`src/logic/uda_pkg.sv`:
```
package uda_pkg;
    // ==========================================
    // register map (byte addresses on the host port)
    localparam logic [15:0] DEV1_ADDR_OFS = 16'hC08E;
    localparam logic [15:0] DEV1_FLAG_OFS = 16'hC090;
    localparam logic [15:0] DEV1_IEN_OFS = 16'hC08C;
    localparam logic [15:0] DEV2_ADDR_OFS = 16'hC0AE;
    localparam logic [15:0] DEV2_FLAG_OFS = 16'hC0B0;
    localparam logic [15:0] DEV2_IEN_OFS = 16'hC0AC;
    // ==========================================
    // field layout
    localparam int ADDR_W = 7;
    localparam int NUM_EP = 8;
    localparam int VBUS_BIT = 15;
    localparam int ID_BIT = 14;
    localparam int SOF_BIT = 9;
    localparam int RST_BIT = 8;
    localparam logic [15:0] DEV1_FLAG_MASK = 16'hC3FF;
    localparam logic [15:0] DEV2_FLAG_MASK = 16'h03FF;
    localparam logic [15:0] DEV1_IEN_MASK = 16'hC3FF;
    localparam logic [15:0] DEV2_IEN_MASK = 16'h03FF;
    // ==========================================
    // reset values
    localparam logic [6:0] ADDR_RST = 7'h00;
    localparam logic [15:0] FLAG_RST = 16'h0000;
    localparam logic [15:0] IEN_RST = 16'h0000;
    localparam logic [15:0] ZERO16 = 16'h0000;
    // ==========================================
    // endpoint completion codes
    typedef enum logic [2:0] {
        UDA_DONE_NONE,
        UDA_DONE_ACK,
        UDA_DONE_STALL,
        UDA_DONE_TIMEOUT,
        UDA_DONE_IN_ERR,
        UDA_DONE_OUT_ERR,
        UDA_DONE_NAK
    } uda_done_e;
endpackage

```
`src/logic/uda_top.sv`:
```
`timescale 1ns/10ps
// Operation
// - address register resets to zero, the default usb address.
// - only packets to the held address get a response; others ignored.
// - address sits in bits six to zero; upper bits reserved, read zero.
// - writing one clears a pending flag; writing zero leaves it.
// - status register readable and writable over the host port interface.
// - bus-voltage flag sets on both crossings of 4.4 V, first port only.
// - id flag sets on both edges of the id pin, first port only.
// - voltage and id flags exist only in the first instance.
// - sof/eop flag sets when start of frame or end of packet arrives.
// - reset flag sets on a detected usb bus reset.
// - endpoint flag sets on ack, stall, timeout, in or out error.
// - with nak enable set, a nak also sets the endpoint flag.
// - status registers at C090 and C0B0.
// - address registers at C08E and C0AE.
// - interrupt enable register bit-matches the flags and gates interrupts.
module uda_top #(
    parameter int NUM_EP = uda_pkg::NUM_EP
) (
    input wire logic ref_clk_i,
    input wire logic srst_i,
    input wire logic clk_en_i,
    // host port interface, 16-bit word access
    input wire logic [15:0] hpi_addr_i,
    input wire logic hpi_wr_i,
    input wire logic hpi_rd_i,
    input wire logic [15:0] hpi_wdata_i,
    output logic [15:0] hpi_rdata_o,
    output logic hpi_rvalid_o,
    // first port otg levels
    input wire logic vbus_above_i,
    input wire logic otg_id_i,
    // engine events, one per instance
    input wire logic [1:0] sof_eop_i,
    input wire logic [1:0] bus_reset_i,
    input wire logic [1:0] tok_valid_i,
    input wire logic [13:0] tok_addr_i,
    input wire logic [1:0] ep_done_i,
    input wire logic [5:0] ep_num_i,
    input wire logic [5:0] ep_code_i,
    input wire logic [2*NUM_EP-1:0] nak_ien_i,
    // outputs
    output logic [1:0] tok_accept_o,
    output logic [13:0] dev_addr_o,
    output logic [1:0] irq_o
);
    // ==========================================
    // state
    logic [6:0] dev_addr [2];
    logic [15:0] flags [2];
    logic [15:0] ien [2];
    logic vbus_q;
    logic id_q;
    logic edge_seen;

    function automatic logic [15:0] wr1c(input logic [15:0] cur, input logic [15:0] set,
                                         input logic clr_en, input logic [15:0] data,
                                         input logic [15:0] mask);
        logic [15:0] clr;
        clr = clr_en ? data : uda_pkg::ZERO16;
        return ((cur & ~clr) | set) & mask;
    endfunction

    function automatic logic [15:0] ep_bit(input logic hit, input logic [2:0] num,
                                           input logic [2:0] code, input logic nak_en);
        logic [15:0] b;
        logic take;
        b = uda_pkg::ZERO16;
        take = (code == uda_pkg::UDA_DONE_ACK) || (code == uda_pkg::UDA_DONE_STALL) ||
               (code == uda_pkg::UDA_DONE_TIMEOUT) || (code == uda_pkg::UDA_DONE_IN_ERR) ||
               (code == uda_pkg::UDA_DONE_OUT_ERR);
        if (code == uda_pkg::UDA_DONE_NAK) begin
            take = nak_en;
        end
        if (hit && take && (int'(num) < NUM_EP)) begin
            b[num] = 1'b1;
        end
        return b;
    endfunction

    // ==========================================
    // otg edge detect, first instance only
    always_ff @(posedge ref_clk_i) begin
        if (srst_i) begin
            vbus_q <= 1'b0;
            id_q <= 1'b0;
            edge_seen <= 1'b0;
        end else if (clk_en_i) begin
            vbus_q <= vbus_above_i;
            id_q <= otg_id_i;
            // first sample after reset only primes the history, no false edge
            edge_seen <= 1'b1;
        end
    end

    logic [15:0] set_v [2];
    logic wr_addr [2];
    logic wr_flag [2];
    logic wr_ien [2];

    always_comb begin
        for (int i = 0; i < 2; i++) begin
            set_v[i] = ep_bit(ep_done_i[i], ep_num_i[3*i +: 3], ep_code_i[3*i +: 3],
                              nak_ien_i[NUM_EP*i + int'(ep_num_i[3*i +: 3]) % NUM_EP]);
            set_v[i][uda_pkg::SOF_BIT] = sof_eop_i[i];
            set_v[i][uda_pkg::RST_BIT] = bus_reset_i[i];
        end
        set_v[0][uda_pkg::VBUS_BIT] = edge_seen && (vbus_q != vbus_above_i);
        set_v[0][uda_pkg::ID_BIT] = edge_seen && (id_q != otg_id_i);
        wr_addr[0] = hpi_wr_i && (hpi_addr_i == uda_pkg::DEV1_ADDR_OFS);
        wr_addr[1] = hpi_wr_i && (hpi_addr_i == uda_pkg::DEV2_ADDR_OFS);
        wr_flag[0] = hpi_wr_i && (hpi_addr_i == uda_pkg::DEV1_FLAG_OFS);
        wr_flag[1] = hpi_wr_i && (hpi_addr_i == uda_pkg::DEV2_FLAG_OFS);
        wr_ien[0] = hpi_wr_i && (hpi_addr_i == uda_pkg::DEV1_IEN_OFS);
        wr_ien[1] = hpi_wr_i && (hpi_addr_i == uda_pkg::DEV2_IEN_OFS);
    end

    // ==========================================
    // registers
    always_ff @(posedge ref_clk_i) begin
        if (srst_i) begin
            dev_addr[0] <= uda_pkg::ADDR_RST;
            dev_addr[1] <= uda_pkg::ADDR_RST;
        end else if (clk_en_i) begin
            for (int i = 0; i < 2; i++) begin
                if (wr_addr[i]) begin
                    dev_addr[i] <= hpi_wdata_i[uda_pkg::ADDR_W-1:0];
                end
            end
        end
    end

    always_ff @(posedge ref_clk_i) begin
        if (srst_i) begin
            flags[0] <= uda_pkg::FLAG_RST;
            flags[1] <= uda_pkg::FLAG_RST;
        end else if (clk_en_i) begin
            flags[0] <= wr1c(flags[0], set_v[0], wr_flag[0], hpi_wdata_i, uda_pkg::DEV1_FLAG_MASK);
            flags[1] <= wr1c(flags[1], set_v[1], wr_flag[1], hpi_wdata_i, uda_pkg::DEV2_FLAG_MASK);
        end
    end

    always_ff @(posedge ref_clk_i) begin
        if (srst_i) begin
            ien[0] <= uda_pkg::IEN_RST;
            ien[1] <= uda_pkg::IEN_RST;
        end else if (clk_en_i) begin
            if (wr_ien[0]) begin
                ien[0] <= hpi_wdata_i & uda_pkg::DEV1_IEN_MASK;
            end
            if (wr_ien[1]) begin
                ien[1] <= hpi_wdata_i & uda_pkg::DEV2_IEN_MASK;
            end
        end
    end

    // ==========================================
    // read port; address registers are write-only and read as zero
    always_ff @(posedge ref_clk_i) begin
        if (srst_i) begin
            hpi_rdata_o <= uda_pkg::ZERO16;
            hpi_rvalid_o <= 1'b0;
        end else if (clk_en_i) begin
            hpi_rvalid_o <= hpi_rd_i;
            if (!hpi_rd_i) begin
                hpi_rdata_o <= uda_pkg::ZERO16;
            end else if (hpi_addr_i == uda_pkg::DEV1_FLAG_OFS) begin
                hpi_rdata_o <= flags[0];
            end else if (hpi_addr_i == uda_pkg::DEV2_FLAG_OFS) begin
                hpi_rdata_o <= flags[1];
            end else if (hpi_addr_i == uda_pkg::DEV1_IEN_OFS) begin
                hpi_rdata_o <= ien[0];
            end else if (hpi_addr_i == uda_pkg::DEV2_IEN_OFS) begin
                hpi_rdata_o <= ien[1];
            end else begin
                hpi_rdata_o <= uda_pkg::ZERO16;
            end
        end
    end

    // ==========================================
    // address filter and interrupt outputs
    always_ff @(posedge ref_clk_i) begin
        if (srst_i) begin
            tok_accept_o <= 2'h0;
            dev_addr_o <= 14'h0000;
            irq_o <= 2'h0;
        end else if (clk_en_i) begin
            for (int i = 0; i < 2; i++) begin
                // one cycle late against the token; the engine must wait for it
                tok_accept_o[i] <= tok_valid_i[i] && (tok_addr_i[7*i +: 7] == dev_addr[i]);
                dev_addr_o[7*i +: 7] <= dev_addr[i];
                irq_o[i] <= |(flags[i] & ien[i]);
            end
        end
    end
endmodule

```
`config.mk`:
```
export PLATFORM = sky130hd
export DESIGN_NAME = uda_top
export DESIGN_NICKNAME = d
export VERILOG_FILES = /design/src/logic/uda_pkg.sv /design/src/logic/uda_top.sv
export SDC_FILE = /design/constraint.sdc
export NUM_CORES = 1
export LEC_CHECK = 0
export BUFFER_PORTS_ARGS = -buffer_cell sky130_fd_sc_hd__buf_2
export CORE_MARGIN = 3
export CORE_UTILIZATION = 52
export CTS_CLUSTER_DIAMETER = 40
export DETAILED_ROUTE_END_ITERATION = 7
export PLACE_DENSITY_LB_ADDON = 0.12
export RECOVER_POWER = 25
export SYNTH_ARGS = -nofsm -noshare
export SYNTH_HDL_FRONTEND = slang
export SYNTH_SLANG_ARGS = --single-unit
```
`constraint.sdc`:
```
create_clock -name ref_clk_i -period 2.35 [get_ports ref_clk_i]
set_input_delay 0.3525 -clock ref_clk_i [delete_from_list [all_inputs] [get_ports ref_clk_i]]
set_output_delay 0.3525 -clock ref_clk_i [all_outputs]
set_load 0.005 [all_outputs]
```
# Word-level counts from Yosys, hierarchy flattened
# Memory sizes are Yosys's and may differ from the RTL's.
# Cells that the tools add are included.
# Widths: inputs -> output; s select.
# classes
n_reduce_logical	24
mux	47
n_lt_le_gt_ge	6
bitwise_logic	14
addsub	1
eq_ne	22
# ops
cell	n
$eq 16x16->1 const B	6
$mux 16	6
$and 16x16->16	3
$mux 12	4
$reduce_or 16->1	2
$mux 1	28
$eq 3x3->1 const B	6
$mux 8	2
$not 16->16	1
$or 16x16->16	1
$lt 3x5->1 const B	3
$eq 7x7->1	2
$logic_and 1x1->1	14
$mux 7	2
$eq 3x2->1 const B	4
$and 10x10->10	1
$mux 10	1
$not 10->10	1
$or 10x10->10	1
$logic_or 1x1->1	8
$demux 1 s3	2
$eq 3x1->1 const B	2
$ge 3x1->1 const B	2
$or 1x1->1	6
other kinds (5)	6
# word_totals
mem_bits_rw	62
input_bits	89
memories	3
output_inout_bits	35
elab_cells	125
register_bits	38
# memory_table
memory	depth	word_bits	rd	rd_ports_with_merged_regs	wr	line_no	rtl
flags	2	12	2	0	2	uda_top.sv:51	logic [15:0] flags [2];
ien	2	12	2	0	2	uda_top.sv:52	logic [15:0] ien [2];
dev_addr	2	7	2	0	2	uda_top.sv:50	logic [6:0] dev_addr [2];

# Logic depth before layout (Yosys ltp)
# logic_depth
word_depth	10
ltp_mapped	6
depth_no_buf	4

# Worst setup path before layout
# OpenSTA, ideal clock, no wires.
# synth_path
path_type	input to register
startpoint	in clk_en_i
endpoint	mem dev_addr[0][0], enable pin
required_time_ps	1967
arrival_time_ps	1564
path_slack_ps	403
cell_stages	4
cell_sequence	clkbuf_1 > and2_1 > nand3_1 > o31ai_1
# synth_lines
item	line_no	rtl
start: declaration	uda_top.sv:23	input wire logic clk_en_i,
end: declaration	uda_top.sv:50	

==> metrics.md <==
| Metric | Value |
|---|---|
| Outcome | finished, final reports clean |
| Hold/Removal Path Class | in2reg |
| Largest net degree at the start of global routing | 25 |
| Syn_area_per_cell | between 10 and 15 um2 |
| Clock Sinks | 92 |
| Clock Path Buffers | 2 |
| Root buffer cell | clkbuf_8 |
| Ports | about 120 |
| CP Launch Type | input pin |
| Routed Antenna Nets | 0 |
| CTS resizes | 0 |
| CP arrival | approximately 1.9 ns |
| TritonCTS Buffers | 9 |
| PortBufs | between 100 and 150 |
| Layout cells sized above 1 | between 30% and 40% |
| Max transition margin | 27.56% |
| Sequential Area | 2422 um2 |
| DRC violations left | 0 |
| Syn. warnings | 0 |
| Cells after Synth | approximately 400 |
| Slowest-stage cell, CP | or4b_4 |
| Leakage | 2.261 nW |
| CP required | 2.45 ns |
| Peak VDD IR | 304.2 uV |
| Post-CTS Hold Buffers | 0 |
| Power share of the combinational group | between 10 and 15% |
| Clock period minus worst slack | about 1.8 ns |
| Postcts setup bufs | 0 |
| Die ar. | just under 10000 um2 |
| Clock Power Share | 36.9% |
| CTS tree | built |
| Period utilization | about three quarters |
| GRT Total Usage | between 20% and 30% |
| First-pass GRT wire length | roughly 19000 um |
| Number of enable flip-flop cells after synthesis | 58 |
| Worst-skew pair later-pin latency | 0.36 ns |
| Seq/Total Area, Yosys | between 50% and 60% |
| Post-DP HPWL | roughly 9000 um |
| Vias in the first global route | 3644 |
| DR iter-0 viols | roughly 280 |
| Int Power | between 2 and 3 mW |
| Sw frac | between 20% and 30% |
| Gpl congestion | between 0.8 and 0.9 |
| Largest fanout on the critical path | 9 |
| Least-Margin Pin Slew | approximately 1.1 ns |
| Max Cap Viol | 0 |
| Sequential power share | a little over half |
| Slew Viols, Final | 0 |
| Multi-input logic area | between 1500 and 2000 um2 |
| Initial antenna violation count | 0 |
| Final hold vios | 0 |
| RSZ-0062 raised after global routing | false |
| Layout Nets | about 610 |
| Yosys cell types | 53 |
| CP Class | in2reg |
| FILL cells | slightly below 700 |
| Post-synth ARST share | 0% |
| Die Ht | 98.96 um |
| Rows | 33 |
| Fmax | approximately 560 MHz |
| Area growth syn-to-layout | 21.22% |
| Count of state elements after synthesis | between 90 and 100 |
| Routed length per instance | 18.70 um |
| Final setup viols | 0 |
| Initial Util | roughly 54% |
| Pwr/cell area | 647.9 nW/um2 |
| CP peak stage delay | ~0.58 ns |
| Die span in x | 98.96 um |
| Ant diodes | 0 |
| Core area | ~8300 um2 |
| Htree depth | 3 |
| Setup TNS Final | 0 ns |
| Worst-path clk slew | ~0.10 ns |
| Final wirelength | around 12000 um |
| Router iterations before antenna repair | 6 |
| Switching power | between 0.8 and 0.9 mW |
| Cell Area, Synth | ~4500 um2 |
| DR vias | about 3.7k |
| Clock Skew | between 0.01 and 0.015 ns |
| Top FF cell, synth | edfxtp_1 |
| Final core occ | around two thirds |
| GRT overflow | 0 |
| Critical Path Sink Type | register |
| CP Cell Sequence | buf_2 -> or4b_4 -> nor3_4 -> and2_1 -> a311oi_1 |
| Vias per std cell | ~6 |
-- cell type report --
type / count / share of cell area (%)
Timing Repair Buffer: 131 / 12.50
Sequential cell: 92 / 44.48
Clock buffer: 11 / 2.986
Tap cell: 105 / 2.412
Multi-Input combinational cell: 275 / 35.29
Clock inverter: 5 / 1.585
Inverter: 11 / 0.7581
-- power by group through the flow --
stage / combinational [mW] / sequential (mW) / clock [mW]
finish: 0.361 / 1.87 / 1.30
global route: 0.400 / 1.87 / 1.38
CTS: 0.363 / 1.86 / 1.30
detailed placement: 0.360 / 1.90 / 0
global placement: 0.349 / 1.90 / 0
floorplan: 0.204 / 1.87 / 0
-- registers in the layout (all words and copies together) (netlist names), 2 cells and up --
register      cells
flags            22
hpi_rdata_o      12
dev_addr_o       14
ien              22
tok_accept_o      2
dev_addr         14
irq_o             2
-- cells in the mapped netlist (3+ instances only) --
cell / n / share of area (%)
a22oi_1: 16 / 2.7
xor2_1: 16 / 3.1
mux2i_1: 17 / 3.8
nor2_1: 27 / 2.3
clkbuf_1: 16 / 1.3
mux2_2: 18 / 4.5
inv_1: 11 / 0.92
nor4_1: 4 / 0.56
nor2b_1: 4 / 0.56
o32ai_1: 4 / 0.78
o21ai_0: 23 / 2.6
a32o_1: 9 / 2.0
nand2_1: 29 / 2.4
a31oi_1: 7 / 0.97
dfxtp_1: 34 / 15
edfxtp_1: 58 / 39
buf_2: 5 / 0.56
o31ai_1: 4 / 0.67
nand3_1: 10 / 1.1
buf_4: 4 / 0.67
nand2b_1: 11 / 1.5
a221oi_1: 6 / 1.2
and2_1: 21 / 2.9
a31o_2: 4 / 0.78
nor3b_1: 3 / 0.50
a311oi_1: 3 / 0.58
and3_1: 4 / 0.56
-- per-stage QoR --
step / cells / cell area [um2] / hold WS, ns / power [mW] / setup WS (ns)
after floorplan: 404 / 4504 / 0.4429 / 2.076 / 0.4033
after global placement: 614 / 5213 / 0.4353 / 2.244 / 0.2423
after detailed placement: 614 / 5213 / 0.4421 / 2.258 / 0.2021
after CTS: 630 / 5461 / 0.1863 / 3.523 / 0.5802
after global routing: 630 / 5446 / 0.1919 / 3.650 / 0.4870
final: 630 / 5446 / 0.1835 / 3.529 / 0.5660
-- kinds of logic after synthesis --
kind of cell	synth area share [%]
other	0.08346
XOR/XNOR	3.119
multiplexers	8.298
AO/OA/AOI/OAI	14.82
flip-flops	53.91
AND/OR/NAND/NOR	16.21
buffers and inverters	3.564
-- critical path, delay by kind of cell --
kind / cells / cell delay, ns
AND/OR/NAND/NOR: 3 / 1.30
AO/OA/AOI/OAI: 1 / 0.12
buffers and inverters: 1 / 0.10
-- metal layers --
| metal | track usage [%] | wire length, um | vias up |
|---|---|---|---|
| met3 | 3.326 | 1047 | 16 |
| met4 | 7.353 | 153 | 0 |
| li1 | - | - | 1743 |
| met2 | 36.83 | 5267 | 202 |
| met1 | 36.81 | 5315 | 1775 |
| met5 | 0 | 0 | - |
-- layout by cell type, fill, tap and decap left out, types with 6 or more instances in the layout --
master,instances
buf_2,111
edfxtp_1,58
dfxtp_1,34
nand2_1,29
nor2_1,27
o21ai_0,23
and2_1,21
mux2_2,18
mux2i_1,17
xor2_1,16
a22oi_1,16
buf_4,13
inv_1,11
nand2b_1,11
nand3_1,10
clkbuf_8,10
a32o_1,9
a31oi_1,7
a221oi_1,6
clkbuf_1,6
-- final timing paths --
kind              depth (start not counted)        endpoint            from  slack (ns)
setup reg to reg                          3        irq_o[0]     flags[0][2]        1.03
hold / removal                            2    hpi_rvalid_o          srst_i        0.18
setup / recovery                          5    flags[0][10]   hpi_addr_i[3]        0.57
hold reg to reg                           2  hpi_rdata_o[9]  hpi_rdata_o[9]        0.45
(Power assumes the default switching activity.)
